$ cat src/pkg/pdch_map.vh
// constants of one peripheral dma channel: register offsets, field positions, reset values
// assumes a 32-bit classic wishbone slave port and byte offsets inside one channel window
//
// Contract
// - pointer holds next memory address, advancing
// - identifier write selects handshake, direction, holding address
// - identifier width is a build parameter
// - 16-bit item counter reads remaining items
// - counter empty, reload nonzero: pointer takes reload address
// - counter empty, reload nonzero: counter takes reload
// - reload zero at empty: no more transfers
// - reload clears reload count register
// - command bit 8 clears error, resumes
// - command bit 1 disables channel
// - command bit 0 enables; command write-only
// - size field: byte, halfword, word
// - state bit 0 shows channel enabled
// - enable-set ones set mask bits
// - enable-clear ones clear mask bits
// - mask view: error 2, complete 1, reload-zero 0
// - error flag sticky until error clear
// - complete flag while counter and reload zero
// - reload-zero flag while reload count zero
// - enabled channel serves requests while work remains
`ifndef PDCH_MAP_VH
`define PDCH_MAP_VH

// ****************************************
// register byte offsets inside the window
// ****************************************
`define PDCH_OFS_MEM_POINTER     6'h00
`define PDCH_OFS_PERIPH_SELECT   6'h04
`define PDCH_OFS_ITEM_COUNTER    6'h08
`define PDCH_OFS_ADDRESS_RELOAD  6'h0c
`define PDCH_OFS_COUNT_RELOAD    6'h10
`define PDCH_OFS_CHANNEL_COMMAND 6'h14
`define PDCH_OFS_CHANNEL_MODE    6'h18
`define PDCH_OFS_CHANNEL_STATE   6'h1c
`define PDCH_OFS_IRQ_ENABLE_SET  6'h20
`define PDCH_OFS_IRQ_ENABLE_CLR  6'h24
`define PDCH_OFS_IRQ_MASK_VIEW   6'h28
`define PDCH_OFS_IRQ_STATUS      6'h2c

// ****************************************
// field positions
// ****************************************
`define PDCH_CMD_ON_BIT    0
`define PDCH_CMD_OFF_BIT   1
`define PDCH_CMD_ERROR_CLEAR_CMD_BIT  8
`define PDCH_IRQ_RCZ_BIT   0
`define PDCH_IRQ_TRC_BIT   1
`define PDCH_IRQ_TRANSFER_ERROR_FLAG_BIT  2
`define PDCH_SIZE_BYTE     2'h0
`define PDCH_SIZE_HALF     2'h1
`define PDCH_SIZE_WORD     2'h2

// ****************************************
// reset values
// ****************************************
`define PDCH_RST_POINTER   32'h0000_0000
`define PDCH_RST_COUNT     16'h0000
`define PDCH_RST_SIZE      2'h0
`define PDCH_RST_MASK      3'h0

`endif

$ cat src/hw/pdch_mover.v
// moves one data item: a read from the source then a write to the destination
// assumes a system bus that holds a request until a one-cycle done, with err alongside done
`default_nettype none
`include "pdch_map.vh"

module pdch_mover (
  input  wire        clk,
  input  wire        rst_n,
  input  wire        start,
  input  wire        to_periph,
  input  wire [31:0] mem_addr,
  input  wire [31:0] per_addr,
  input  wire [1:0]  size,
  output reg         bus_req,
  output reg         bus_we,
  output reg  [31:0] bus_addr,
  output reg  [31:0] bus_wdata,
  output reg  [1:0]  bus_size,
  input  wire [31:0] bus_rdata,
  input  wire        bus_done,
  input  wire        bus_err,
  output reg         done,
  output reg         mem_err,
  output wire        idle
);

  localparam [1:0] S_IDLE = 2'h0;
  localparam [1:0] S_RD   = 2'h1;
  localparam [1:0] S_WR   = 2'h2;

  reg [1:0]  state;
  reg [31:0] dst_addr;
  reg [1:0]  dst_size;
  reg        dst_is_mem;

  // narrow items reach the peripheral with upper bits zero
  function [31:0] size_mask;
    input [1:0] sz;
    begin
      case (sz)
        `PDCH_SIZE_BYTE: size_mask = 32'h0000_00ff;
        `PDCH_SIZE_HALF: size_mask = 32'h0000_ffff;
        default:         size_mask = 32'hffff_ffff;
      endcase
    end
  endfunction

  assign idle = (state == S_IDLE);

  always @(posedge clk or negedge rst_n) begin
    if (!rst_n) begin
      state      <= S_IDLE;
      bus_req    <= 1'b0;
      bus_we     <= 1'b0;
      bus_addr   <= 32'h0000_0000;
      bus_wdata  <= 32'h0000_0000;
      bus_size   <= 2'h0;
      dst_addr   <= 32'h0000_0000;
      dst_size   <= 2'h0;
      dst_is_mem <= 1'b0;
      done       <= 1'b0;
      mem_err    <= 1'b0;
    end else begin
      done    <= 1'b0;
      mem_err <= 1'b0;
      case (state)
        S_IDLE: begin
          if (start) begin
            bus_req    <= 1'b1;
            bus_we     <= 1'b0;
            bus_addr   <= to_periph ? mem_addr : per_addr;
            bus_size   <= to_periph ? size : `PDCH_SIZE_WORD;
            dst_addr   <= to_periph ? per_addr : mem_addr;
            dst_size   <= to_periph ? `PDCH_SIZE_WORD : size;
            dst_is_mem <= ~to_periph;
            state      <= S_RD;
          end
        end
        S_RD: begin
          if (bus_done) begin
            if (bus_err) begin
              // a failed peripheral read is dropped and retried later
              bus_req <= 1'b0;
              mem_err <= ~dst_is_mem;
              state   <= S_IDLE;
            end else begin
              bus_we    <= 1'b1;
              bus_addr  <= dst_addr;
              bus_size  <= dst_size;
              bus_wdata <= bus_rdata & size_mask(size);
              state     <= S_WR;
            end
          end
        end
        S_WR: begin
          if (bus_done) begin
            bus_req <= 1'b0;
            bus_we  <= 1'b0;
            done    <= ~bus_err;
            mem_err <= bus_err & dst_is_mem;
            state   <= S_IDLE;
          end
        end
        default: begin
          bus_req <= 1'b0;
          state   <= S_IDLE;
        end
      endcase
    end
  end

endmodule // pdch_mover

`default_nettype wire

$ cat src/hw/pdch_channel.v
// one peripheral dma channel: wishbone register file, reload logic and item sequencing
// assumes peripheral request lines are levels that drop within one cycle of their ack pulse
//
// Added by the designer: the Wishbone register port.
`default_nettype none
`include "pdch_map.vh"

module pdch_channel #(
  parameter        CHANNEL    = 0,
  parameter        PID_W      = 4,
  parameter        NUM_PERIPH = 14,
  parameter        RX_COUNT   = 7,
  parameter [31:0] PER_BASE   = 32'hffff_0000,
  parameter [31:0] PER_STRIDE = 32'h0000_0100
) (
  input  wire                  CORE_CLK,
  input  wire                  RESETN,
  input  wire [5:0]            WB_ADR_I,
  input  wire [31:0]           WB_DAT_I,
  input  wire [3:0]            WB_SEL_I,
  input  wire                  WB_WE_I,
  input  wire                  WB_STB_I,
  input  wire                  WB_CYC_I,
  output reg  [31:0]           WB_DAT_O,
  output reg                   WB_ACK_O,
  input  wire [NUM_PERIPH-1:0] PERIPH_REQ,
  output reg  [NUM_PERIPH-1:0] PERIPH_ACK,
  output wire                  SYS_REQ,
  output wire                  SYS_WE,
  output wire [31:0]           SYS_ADDR,
  output wire [31:0]           SYS_WDATA,
  output wire [1:0]            SYS_SIZE,
  input  wire [31:0]           SYS_RDATA,
  input  wire                  SYS_DONE,
  input  wire                  SYS_ERR,
  output reg                   CHANNEL_IRQ
);

  localparam [PID_W-1:0] PID_RST = CHANNEL[PID_W-1:0];

  // ****************************************
  // state
  // ****************************************
  reg [31:0]      memory_pointer;
  reg [PID_W-1:0] peripheral_identifier;
  reg [15:0]      item_counter;
  reg [31:0]      address_reload;
  reg [15:0]      count_reload;
  reg [1:0]       xfer_size;
  reg             channel_on;
  reg             transfer_error_flag;
  reg [2:0]       irq_mask;
  reg             in_flight;
  reg             ack_guard;
  reg [31:0]      next_rdata;

  wire        mov_done;
  wire        mov_err;
  wire        mov_idle;

  // ****************************************
  // helpers
  // ****************************************
  function [31:0] wmerge;
    input [31:0] old;
    input [31:0] data;
    input [3:0]  sel;
    integer i;
    begin
      wmerge = old;
      for (i = 0; i < 4; i = i + 1) begin
        if (sel[i]) begin
          wmerge[i*8 +: 8] = data[i*8 +: 8];
        end
      end
    end
  endfunction

  function [31:0] sel_mask;
    input [3:0] sel;
    begin
      sel_mask = {{8{sel[3]}}, {8{sel[2]}}, {8{sel[1]}}, {8{sel[0]}}};
    end
  endfunction

  // reserved size 3 is treated as a word so the pointer still moves
  function [31:0] size_step;
    input [1:0] sz;
    begin
      case (sz)
        `PDCH_SIZE_BYTE: size_step = 32'h0000_0001;
        `PDCH_SIZE_HALF: size_step = 32'h0000_0002;
        default:         size_step = 32'h0000_0004;
      endcase
    end
  endfunction

  // ****************************************
  // wishbone decode
  // ****************************************
  wire        wb_req = WB_CYC_I & WB_STB_I;
  wire        wr_go  = wb_req & WB_WE_I & WB_ACK_O;
  wire [5:0]  wadr   = {WB_ADR_I[5:2], 2'b00};
  wire [31:0] wbits  = WB_DAT_I & sel_mask(WB_SEL_I);
  wire [31:0] wdat   = wmerge(next_rdata, WB_DAT_I, WB_SEL_I);

  wire wr_mar  = wr_go & (wadr == `PDCH_OFS_MEM_POINTER);
  wire wr_psr  = wr_go & (wadr == `PDCH_OFS_PERIPH_SELECT);
  wire wr_tcr  = wr_go & (wadr == `PDCH_OFS_ITEM_COUNTER);
  wire wr_address_reload = wr_go & (wadr == `PDCH_OFS_ADDRESS_RELOAD);
  wire wr_count_reload = wr_go & (wadr == `PDCH_OFS_COUNT_RELOAD);
  wire wr_cmd  = wr_go & (wadr == `PDCH_OFS_CHANNEL_COMMAND);
  wire wr_mode = wr_go & (wadr == `PDCH_OFS_CHANNEL_MODE);
  wire wr_ier  = wr_go & (wadr == `PDCH_OFS_IRQ_ENABLE_SET);
  wire wr_idr  = wr_go & (wadr == `PDCH_OFS_IRQ_ENABLE_CLR);

  wire cmd_on   = wr_cmd & wbits[`PDCH_CMD_ON_BIT];
  wire cmd_off  = wr_cmd & wbits[`PDCH_CMD_OFF_BIT];
  wire cmd_error_clear_cmd = wr_cmd & wbits[`PDCH_CMD_ERROR_CLEAR_CMD_BIT];

  // ****************************************
  // status sources
  // ****************************************
  wire reload_zero_flag       = (count_reload == 16'h0000);
  wire transfer_complete_flag = (item_counter == 16'h0000) & reload_zero_flag;
  wire [2:0] irq_status = {transfer_error_flag, transfer_complete_flag, reload_zero_flag};
  wire reload_now = (item_counter == 16'h0000) & ~reload_zero_flag;

  // ****************************************
  // peripheral selection
  // ****************************************
  // identifier picks request line, direction and holding address at once
  wire        pid_valid = (peripheral_identifier < NUM_PERIPH);
  wire        req_sel   = pid_valid & PERIPH_REQ[peripheral_identifier];
  wire        to_periph = (peripheral_identifier >= RX_COUNT);
  wire [31:0] per_addr  = PER_BASE + PER_STRIDE * {{(32-PID_W){1'b0}}, peripheral_identifier};

  // a stopped (error) or empty channel ignores requests; empty here means item counter zero, reload pending or not
  wire start = channel_on & ~transfer_error_flag & (item_counter != 16'h0000) &
               req_sel & mov_idle & ~in_flight & ~ack_guard;

  pdch_mover pdch_mover_i (
    .clk       (CORE_CLK),
    .rst_n     (RESETN),
    .start     (start),
    .to_periph (to_periph),
    .mem_addr  (memory_pointer),
    .per_addr  (per_addr),
    .size      (xfer_size),
    .bus_req   (SYS_REQ),
    .bus_we    (SYS_WE),
    .bus_addr  (SYS_ADDR),
    .bus_wdata (SYS_WDATA),
    .bus_size  (SYS_SIZE),
    .bus_rdata (SYS_RDATA),
    .bus_done  (SYS_DONE),
    .bus_err   (SYS_ERR),
    .done      (mov_done),
    .mem_err   (mov_err),
    .idle      (mov_idle)
  );

  // ****************************************
  // transfer bookkeeping
  // ****************************************
  always @(posedge CORE_CLK or negedge RESETN) begin
    if (!RESETN) begin
      memory_pointer <= `PDCH_RST_POINTER;
      item_counter   <= `PDCH_RST_COUNT;
      address_reload <= `PDCH_RST_POINTER;
      count_reload   <= `PDCH_RST_COUNT;
      in_flight      <= 1'b0;
      ack_guard      <= 1'b0;
      PERIPH_ACK     <= {NUM_PERIPH{1'b0}};
    end else begin
      if (start) begin
        in_flight <= 1'b1;
      end else if (mov_idle) begin
        in_flight <= 1'b0;
      end
      // hold off one extra cycle so the served request has time to drop
      ack_guard  <= mov_done | (|PERIPH_ACK);
      PERIPH_ACK <= {NUM_PERIPH{1'b0}};
      if (mov_done & pid_valid) begin
        PERIPH_ACK[peripheral_identifier] <= 1'b1;
      end

      if (wr_mar) begin
        memory_pointer <= wmerge(memory_pointer, WB_DAT_I, WB_SEL_I);
      end else if (mov_done) begin
        memory_pointer <= memory_pointer + size_step(xfer_size);
      end else if (reload_now & ~wr_tcr) begin
        memory_pointer <= address_reload;
      end

      if (wr_tcr) begin
        item_counter <= wdat[15:0];
      end else if (mov_done) begin
        item_counter <= item_counter - 16'h0001;
      end else if (reload_now) begin
        item_counter <= count_reload;
      end

      if (wr_address_reload) begin
        address_reload <= wmerge(address_reload, WB_DAT_I, WB_SEL_I);
      end else if (reload_now & ~wr_tcr) begin
        address_reload <= 32'h0000_0000;
      end

      if (wr_count_reload) begin
        count_reload <= wdat[15:0];
      end else if (reload_now & ~wr_tcr) begin
        count_reload <= 16'h0000;
      end
    end
  end

  // ****************************************
  // control, mode and mask
  // ****************************************
  always @(posedge CORE_CLK or negedge RESETN) begin
    if (!RESETN) begin
      peripheral_identifier <= PID_RST;
      xfer_size             <= `PDCH_RST_SIZE;
      channel_on            <= 1'b0;
      transfer_error_flag   <= 1'b0;
      irq_mask              <= `PDCH_RST_MASK;
      CHANNEL_IRQ           <= 1'b0;
    end else begin
      if (wr_psr) begin
        peripheral_identifier <= wdat[PID_W-1:0];
      end
      if (wr_mode) begin
        xfer_size <= wdat[1:0];
      end
      // disable wins when both command bits are written together
      if (cmd_off) begin
        channel_on <= 1'b0;
      end else if (cmd_on) begin
        channel_on <= 1'b1;
      end
      // a new error in the clearing cycle is kept
      if (mov_err) begin
        transfer_error_flag <= 1'b1;
      end else if (cmd_error_clear_cmd) begin
        transfer_error_flag <= 1'b0;
      end
      irq_mask <= (irq_mask | (wr_ier ? wbits[2:0] : 3'h0))
                  & ~(wr_idr ? wbits[2:0] : 3'h0);
      CHANNEL_IRQ <= |(irq_status & irq_mask);
    end
  end

  // ****************************************
  // read mux and wishbone answer
  // ****************************************
  always @* begin
    next_rdata = 32'h0000_0000;
    case (wadr)
      `PDCH_OFS_MEM_POINTER:    next_rdata = memory_pointer;
      `PDCH_OFS_PERIPH_SELECT:  next_rdata = {{(32-PID_W){1'b0}}, peripheral_identifier};
      `PDCH_OFS_ITEM_COUNTER:   next_rdata = {16'h0000, item_counter};
      `PDCH_OFS_ADDRESS_RELOAD: next_rdata = address_reload;
      `PDCH_OFS_COUNT_RELOAD:   next_rdata = {16'h0000, count_reload};
      `PDCH_OFS_CHANNEL_MODE:   next_rdata = {30'h0, xfer_size};
      `PDCH_OFS_CHANNEL_STATE:  next_rdata = {31'h0, channel_on};
      `PDCH_OFS_IRQ_MASK_VIEW:  next_rdata = {29'h0, irq_mask};
      `PDCH_OFS_IRQ_STATUS:     next_rdata = {29'h0, irq_status};
      default:                  next_rdata = 32'h0000_0000;
    endcase
  end

  // one wait state: ack rises the cycle after the request; unmapped reads zero
  always @(posedge CORE_CLK or negedge RESETN) begin
    if (!RESETN) begin
      WB_ACK_O <= 1'b0;
      WB_DAT_O <= 32'h0000_0000;
    end else begin
      WB_ACK_O <= wb_req & ~WB_ACK_O;
      if (wb_req & ~WB_ACK_O & ~WB_WE_I) begin
        WB_DAT_O <= next_rdata;
      end
    end
  end

endmodule // pdch_channel

`default_nettype wire

$ cat config.mk
export PLATFORM = sky130hd
export DESIGN_NAME = pdch_channel
export DESIGN_NICKNAME = d
export VERILOG_FILES = /design/src/hw/pdch_mover.v /design/src/hw/pdch_channel.v
export VERILOG_INCLUDE_DIRS = /design/src /design/src/pkg
export SDC_FILE = /design/constraint.sdc
export NUM_CORES = 1
export LEC_CHECK = 0
export ABC_CLOCK_PERIOD_IN_PS = 3100
export BUFFER_PORTS_ARGS = -buffer_cell sky130_fd_sc_hd__buf_4
export CORE_MARGIN = 2
export CORE_UTILIZATION = 25
export DETAILED_ROUTE_END_ITERATION = 10
export HOLD_SLACK_MARGIN = 0.06
export PLACE_DENSITY = 0.54
export SETUP_SLACK_MARGIN = 0.15
export SKIP_CTS_REPAIR_TIMING = 1
export SYNTH_ARGS = -nofsm -noshare
export SYNTH_HDL_FRONTEND = slang
export SYNTH_SLANG_ARGS = --single-unit
$ cat constraint.sdc
create_clock -name CORE_CLK -period 3.1 [get_ports CORE_CLK]
set_clock_uncertainty 0.2 [all_clocks]
set_input_delay 0.62 -clock CORE_CLK [delete_from_list [all_inputs] [get_ports CORE_CLK]]
set_output_delay 0.62 -clock CORE_CLK [all_outputs]
set_load 0.02 [all_outputs]
==> impl.org, run 1 <==
** Run status
- The flow ran to the end, and the final reports show no timing, DRC or antenna violations.

** Clock tree
- In this run the number of H-tree levels came out at 1.
- The clock net in this run drives a total of around 260 sinks.
- Max Buffers Root-to-Sink :: 3
- Clock-pin slew was measured on the worst setup and hold paths at 0.06 ns.
- Counting the buffers created by CTS gives 31.
- Clock insertion delay at the later pin of the skew report :: between 0.5 and 0.6 ns
- In this run the clock root is driven by a clkbuf_16.
- Clock tree from TritonCTS :: yes

** Critical path
- Type of the worst setup path :: flip-flop to flip-flop
- At the worst endpoint, the required time is about 3.4 ns.
- Critical path launch point type :: flip-flop
- STA puts the critical path data arrival time at 3.20 ns.
- In this run the critical register-to-register path is captured at memory_pointer[28]$_DFFE_PN0P_.
- Depth of the worst register-to-register path :: 12
- The startpoint identified for the worst register-to-register timing path is xfer_size[1]$_DFFE_PN0P_.
- Critical Path Sink :: memory_pointer[28]$_DFFE_PN0P_
- Worst Setup SP :: xfer_size[1]$_DFFE_PN0P_
- Across all register-to-register paths, the minimum setup slack is between 0.2 and 0.25 ns.
- Of all nets on the critical path, the largest fanout is 4.
- STA classifies the critical path endpoint as a flip-flop.

** Routing
- The detail route stage leaves a number of antenna-violating nets equal to 0.
- Detailed-route via count :: roughly 13000
- In this run, the number of DRC markers left after iteration 0 of detailed routing was between 1000 and 1500.
- Residual DRC count :: 0
- Aggregate routed wire length :: 49300 um
- Vias per cell :: 5.16
- Routed len/inst :: 20.2 um
- For this run, the detailed router's first-pass iteration total came to 5.

** Floorplan
- Die span in y :: about 240 um
- Die Wd :: 239 um
- After floorplanning, the core was sized to cover 54900 um^2.
- Starting Density :: 0.252
- The die covers 57200 um^2.
- Number of top-level pins :: 211
- The floorplan has 86 rows.

** Yosys
- Of the post-synthesis cell area, the dominant cell type holds 0.478.
- Top cells by area, synth :: dfrtp_1 (48%), nand2_1 (6.0%), o21ai_0 (4.1%)
- In this run, synthesis produced a sequential element count of about 260.
- In the synthesized netlist the dominant register cell turns out to be dfrtp_1.
- Number of warnings issued by yosys :: 0
- Most repeated cell in the gate-level netlist after synthesis :: dfrtp_1
- Synthesis produced 1495 cells.
- Post-synthesis cell type count :: 77
- Largest area contributor in the netlist :: dfrtp_1
- The number of nets handed over by synthesis was 1598.
- Synthesized area :: 13800 um^2
- The share of the Yosys chip area taken by registers is 0.478.
- Counting flops with an async set or reset pin after synthesis yields a share of 1.00.
- Count of flip-flops with a built-in enable after synthesis :: 0
- Top cells by count, synth :: dfrtp_1 (264), nand2_1 (222), o21ai_0 (114)
- Synthesized area divided by synthesized cell count :: about 9 um^2

** Global route
- Summed over all layers, the global routing overflow is 0.
- Initial antenna violation count :: 0
- Via count of the first global-routing pass :: 12295
- The first global-routing pass estimated 75000 um of wire.
- Overall track demand over capacity in global routing :: 0.167
- Entering global routing, the biggest net connects 73 pins.

** STA
- Final worst-path cycle share :: 0.931
- Setup repair after global routing missed its margin :: yes
- Hold_ws :: 0.0676 ns
- The count of pins over their slew limit is 0.
- Setup violations remaining at the end of the flow were counted as 0.
- Maximum operating frequency :: about 350 MHz
- For the pin with the worst max-slew slack, the measured transition is 0.780 ns.
- Endpoints failing hold :: 0
- Aggregate negative setup slack :: 0 ns
- The worst path in the final design needs a cycle of 2.89 ns, including I/O delays and setup.
- In this run the tightest slew margin relative to its limit is 0.480.

** Worst hold path
- Worst Hold Depth :: 2
- The min-delay analysis places its worst path in the category input pin to flip-flop.

** Power and ir drop
- Worst vdd ir :: 0.459 mV
- Cell Pwr Density :: 665 nW/um^2
- Pwr Total :: 12.0 mW
- In this run the static leakage power is 7.87 nW.

** Final layout
- Share of final-layout standard cells stronger than drive strength 1 :: 0.244
- Registers take around 6600 um^2.
- For this run, the post-layout net count is 1820.
- Measured on the finished design, the core utilization comes to 0.328.
- The filler cells instantiated in the layout total around 5700.
- 0 antenna diodes ended up in the layout.
- From synthesis to final layout, the design area changed by 30.1%.
- Area used by multi-input combinational logic :: ~6800 um^2

** Place
- Summed over all nets, the half-perimeter wirelength after detailed placement is about 36000 um.
- IO Port Bufs :: 208
- Routability-driven placement finished with a final weighted congestion of 0.897.

** Flow run
- The tool flagged a number of max-cap violations equal to 0.
cells by family after synthesis:
family                   share of synthesized area
AND/OR/NAND/NOR                              0.178
multiplexers                                0.0551
AO/OA/AOI/OAI                                0.231
buffers and inverters                       0.0406
adder cells (fa/ha/maj)                    0.00779
XOR/XNOR                                   0.00951
flip-flops                                   0.478
flip-flops by register name (all words and copies together) (netlist names), 2 cells and up:
| signal | cells |
|---|---|
| memory_pointer | 32 |
| xfer_size | 2 |
| irq_mask | 3 |
| count_reload | 16 |
| item_counter | 16 |
| WB_DAT_O | 32 |
| pdch_mover_i.bus_wdata | 32 |
| pdch_mover_i.state | 2 |
| pdch_mover_i.bus_addr | 32 |
| PERIPH_ACK | 14 |
| address_reload | 32 |
| pdch_mover_i.dst_addr | 32 |
| pdch_mover_i.bus_size | 2 |
| pdch_mover_i.dst_size | 2 |
| peripheral_identifier | 4 |
critical path, cell delays in order (launching register included):
cell      delay [ns]
dfrtp_1         0.41
or2_4           0.27
inv_2           0.06
ha_4            0.13
inv_2           0.04
fa_2            0.40
nor2b_2         0.14
o211ai_1        0.24
nor4_2          0.34
buf_4           0.18
nand2_1         0.05
o31a_1          0.24
o21ai_1         0.11
how the worst min path moves through the flow:
stage,from,to,slack [ns]
after CTS,RESETN,pdch_mover_i.bus_addr[3]$_DFFE_PN0P_,-0.21
final,WB_DAT_I[19],address_reload[19]$_DFFE_PN0P_,0.07
after global placement,pdch_mover_i.mem_err$_DFF_PN0_,transfer_error_flag$_DFFE_PN0P_,0.22
after global routing,SYS_RDATA[3],pdch_mover_i.bus_wdata[3]$_DFFE_PN0P_,0.06
after detailed placement,pdch_mover_i.mem_err$_DFF_PN0_,transfer_error_flag$_DFFE_PN0P_,0.22
after floorplan,RESETN,CHANNEL_IRQ$_DFF_PN0_,0.12
where the power goes:
| group | switching (mW) | total, mW | leakage (nW) | internal [mW] |
|---|---|---|---|---|
| Clock | 1.56 | 4.09 | 0.564 | 2.53 |
| Combinational | 1.76 | 3.12 | 3.98 | 1.36 |
| Sequential | 0.715 | 4.75 | 3.32 | 4.03 |
| Total | 4.04 | 12.0 | 7.87 | 7.92 |
layout by cell type, fill, tap and decap left out, drive strengths merged, types with 34 or more instances in the layout:
cell type,count
dfrtp,264
a22oi,50
a21oi,64
o21ai,149
mux2i,40
nor2,99
buf,308
a211oi,45
nand2,222
nor3,66
clkbuf,38
a22o,34
metal layers:
layer / vias up / global-route usage / part of all wire
met5: - / 0 / 0
met4: 0 / 0.0384 / 0.020
met3: 67 / 0.0345 / 0.078
met2: 445 / 0.254 / 0.44
met1: 6175 / 0.243 / 0.46
li1: 5919 / - / -
metrics by stage:
step	instance area (um^2)	instances	worst slack [ns]
after floorplan	13800	1495	0.163
after global placement	16600	2376	0.0555
after detailed placement	16600	2376	0.0323
after CTS	17800	2433	0.0147
after global routing	18000	2445	0.0571
final	18000	2445	0.215
area by class of cell:
class	count	area share
multi-input cells	1087	0.376
flip-flops and latches	264	0.368
repair buffers	315	0.140
well taps	704	0.0490
clock buffers	38	0.0474
clock inverters	19	0.0160
inverters	18	0.00376
Power figures use the tool's default switching activity.
==> inputs of run 2 (changes only) <==
--- a/config.mk
+++ b/config.mk
@@ -8,11 +8,13 @@
 export LEC_CHECK = 0
 export ABC_CLOCK_PERIOD_IN_PS = 3100
 export BUFFER_PORTS_ARGS = -buffer_cell sky130_fd_sc_hd__buf_4
+export CELL_PAD_IN_SITES_DETAIL_PLACEMENT = 1
+export CELL_PAD_IN_SITES_GLOBAL_PLACEMENT = 1
 export CORE_MARGIN = 2
 export CORE_UTILIZATION = 25
 export DETAILED_ROUTE_END_ITERATION = 10
 export HOLD_SLACK_MARGIN = 0.06
-export PLACE_DENSITY = 0.54
+export PLACE_DENSITY = 0.64
 export SETUP_SLACK_MARGIN = 0.15
 export SKIP_CTS_REPAIR_TIMING = 1
 export SYNTH_ARGS = -nofsm -noshare
==> impl.org, run 2 (synthesis gave the netlist of run 1 again) <==
** Power and ir drop
- Cell Pwr Density :: 667 nW/um^2 (+0.18%)
- Worst vdd ir :: 0.335 mV (-27%)
- Pwr Total :: 12.0 mW (+0.38%)
- The leakage power summed over all cells is 7.92 nW (+0.66%).

** Critical path
- Cell at the slowest stage of the critical path :: or4_4
- The biggest cell delay along the critical path came to 0.59 ns (+0.18 ns).
- The worst setup path is of the flip-flop to flip-flop kind.
- The critical path depth came to 7 (-5).
- The most critical setup path has its endpoint at address_reload[30]$_DFFE_PN0P_.
- The setup slack of the most critical reg-to-reg path was 0.19 ns (-0.03 ns).
- Sort of element at the end of the critical path :: flip-flop
- Maximum net fanout on the critical path :: 8 (+4)
- Depth of the worst register-to-register path :: 7 (-5)
- Worst Setup SP :: item_counter[9]$_DFFE_PN0P_
- Worst r2r src :: item_counter[9]$_DFFE_PN0P_
- Critical path launch point type :: flip-flop
- Critical-path cell list :: or4_4 > or3_4 > or2_4 > nor4_4 > buf_12 > a21oi_4 > a22o_1
- Endpoint of the worst-slack reg-to-reg timing path :: address_reload[30]$_DFFE_PN0P_
- The worst path buffer plus inverter count came to 1 (-2).
- The arrival time of data at the critical path endpoint was 3.13 ns (-0.07 ns).
- Required time of the worst setup path :: 3.31 ns (-0.11 ns)
- Largest delay share family, worst path :: simple AND/OR/NAND/NOR gates

** STA
- Setup repair after global routing missed its margin :: no
- The share of the cycle needed by the critical path after routing is 0.940 (+0.00903).
- The number of hold violations in the final report is 0 (unchanged).
- The final sum of negative setup slack was 0 ns (unchanged).
- Worst slew margin relative to its limit :: 0.491 (+0.0110)
- Final count of negative-setup-slack endpoints :: 0 (unchanged)
- The count of pins over their slew limit came to 0 (unchanged).
- Shortest period the worst path allows :: 2.91 ns (+0.0280 ns)
- The fmax was 343 MHz (-0.96%).
- Hold_ws :: 0.0937 ns (+0.0261 ns)
- Slew at the pin closest to its max-slew limit :: 0.764 ns (-0.0165 ns)

** Clock tree
- The maximum clock path buffer count came to 3 (unchanged).
- TritonCTS built the clock tree.
- Number of buffers created by CTS :: 34 (+9.7%)
- The clock latency at the later pin of the worst-skew pair came to 0.56 ns (-0.03 ns).
- The cell sitting at the root of the clock tree is a clkbuf_16.
- Number of levels the H-tree was split into :: 2 (+1)
- Clock transition at the registers of the reported paths :: 0.06 ns (about the same)
- Number of clock sinks :: 264 (unchanged)

** Global route
- Total congestion overflow :: 0 (unchanged)
- The global-route wire length before repair was 81500 um (+8.6%).
- The number of global-route vias before repair is 13507 (+9.9%).
- Initial antenna violation count :: 0 (unchanged)
- Maximum number of pins on one net before global-route repair :: 76 (+4.1%)
- The total global-route track usage was 0.184 (+0.0167).

** Final layout
- Number of antenna repair diodes :: 0 (unchanged)
- The library cell used most frequently in the layout, excluding fill and tap cells, is buf_4.
- Final Non-Filler Cells :: 2462 (+0.70%)
- Compared with the post-synthesis result, the final layout area differs by 30.4%.
- The top cell types in the final layout, fill and taps aside, are buf_4 (319), dfrtp_1 (262), nand2_1 (221).
- The final core area utilization came to 0.328 (+0.000638).
- Share of final-layout standard cells stronger than drive strength 1 :: 0.249 (+0.00561)
- Net total in the final layout :: 1837 (+0.93%)

** Floorplan
- Overall die area :: 57200 um^2 (unchanged)
- Die span in y :: 239 um (unchanged)
- Starting Density :: 0.252 (unchanged)
- Std-Cell Core Area :: 54900 um^2 (unchanged)
- The placement row count is 86 (unchanged).
- The number of I/O pins was 211 (unchanged).
- Die Wd :: 239 um (unchanged)

** Routing
- The number of nets still failing antenna checks after routing is 0 (unchanged).
- The number of vias per cell after detailed routing is 5.24 (+1.7%).
- Aggregate routed wire length :: 53100 um (+7.6%)
- The first-pass iteration count of the detailed router is 5 (unchanged).
- Initial detailed-routing violation count :: 973 (-12%)
- Residual DRC count :: 0 (unchanged)
- The detail-routed net length per standard cell is 21.6 um (+6.9%).
- The routed via count was 12913 (+2.4%).

** Flow run
- The number of maximum-capacitance violations came to 0 (unchanged).

** Place
- HPWL reported at the end of detailed placement :: 39000 um (+8.9%)
- The count of input and output buffers was 208 (unchanged).
- Inst Count DP :: 2394 (+0.76%)
- Final GP Congestion :: 0.892 (-0.55%)

** Run status
- The run finished with clean final reports.

** Worst hold path
- Class of the tightest hold or removal check :: input pin to flip-flop
## run 2: area by class of cell
| type | instances | area, um^2 |
|---|---|---|
| clock buffers | 49 | 998 |
| repair buffers | 329 | 2580 |
| inverters | 18 | 67.6 |
| clock inverters | 11 | 114 |
| well taps | 704 | 881 |
| fillers | 6316 | 36900 |
| multi-input cells | 1087 | 6760 |
| flip-flops and latches | 264 | 6610 |
## run 2: power breakdown
part	internal [mW]	switching (mW)
registers	4.03	0.725
logic	1.40	1.83
clock network	2.41	1.62
## run 2: worst min-delay path by stage
| stage | start | to | slack [ns] | cells past startpoint |
|---|---|---|---|---|
| after floorplan | RESETN | CHANNEL_IRQ$_DFF_PN0_ | 0.12 | 0 |
| after global placement | pdch_mover_i.mem_err$_DFF_PN0_ | transfer_error_flag$_DFFE_PN0P_ | 0.22 | 1 |
| after detailed placement | pdch_mover_i.mem_err$_DFF_PN0_ | transfer_error_flag$_DFFE_PN0P_ | 0.23 | 1 |
| after CTS | RESETN | memory_pointer[5]$_DFFE_PN0P_ | -0.10 | 1 |
| after global routing | WB_DAT_I[21] | address_reload[21]$_DFFE_PN0P_ | 0.09 | 2 |
| final | WB_DAT_I[19] | address_reload[19]$_DFFE_PN0P_ | 0.09 | 2 |
## run 2: layer usage
metal  GRT usage  share of wire  vias up
met2       0.289           0.45      343
met3      0.0379          0.056       70
met1       0.258           0.47     6551
met5           0              0        -
met4      0.0472          0.020        0
li1            -              -     5949
## run 2: through the flow
stage / cell area [um^2] / setup slack [ns]
2_1_floorplan: 13800 / 0.163
3_3_place_gp: 16800 / 0.0642
3_5_place_dp: 16800 / -0.0679
4_1_cts: 17900 / -0.118
5_1_grt: 18000 / 0.139
6_report: 18000 / 0.187
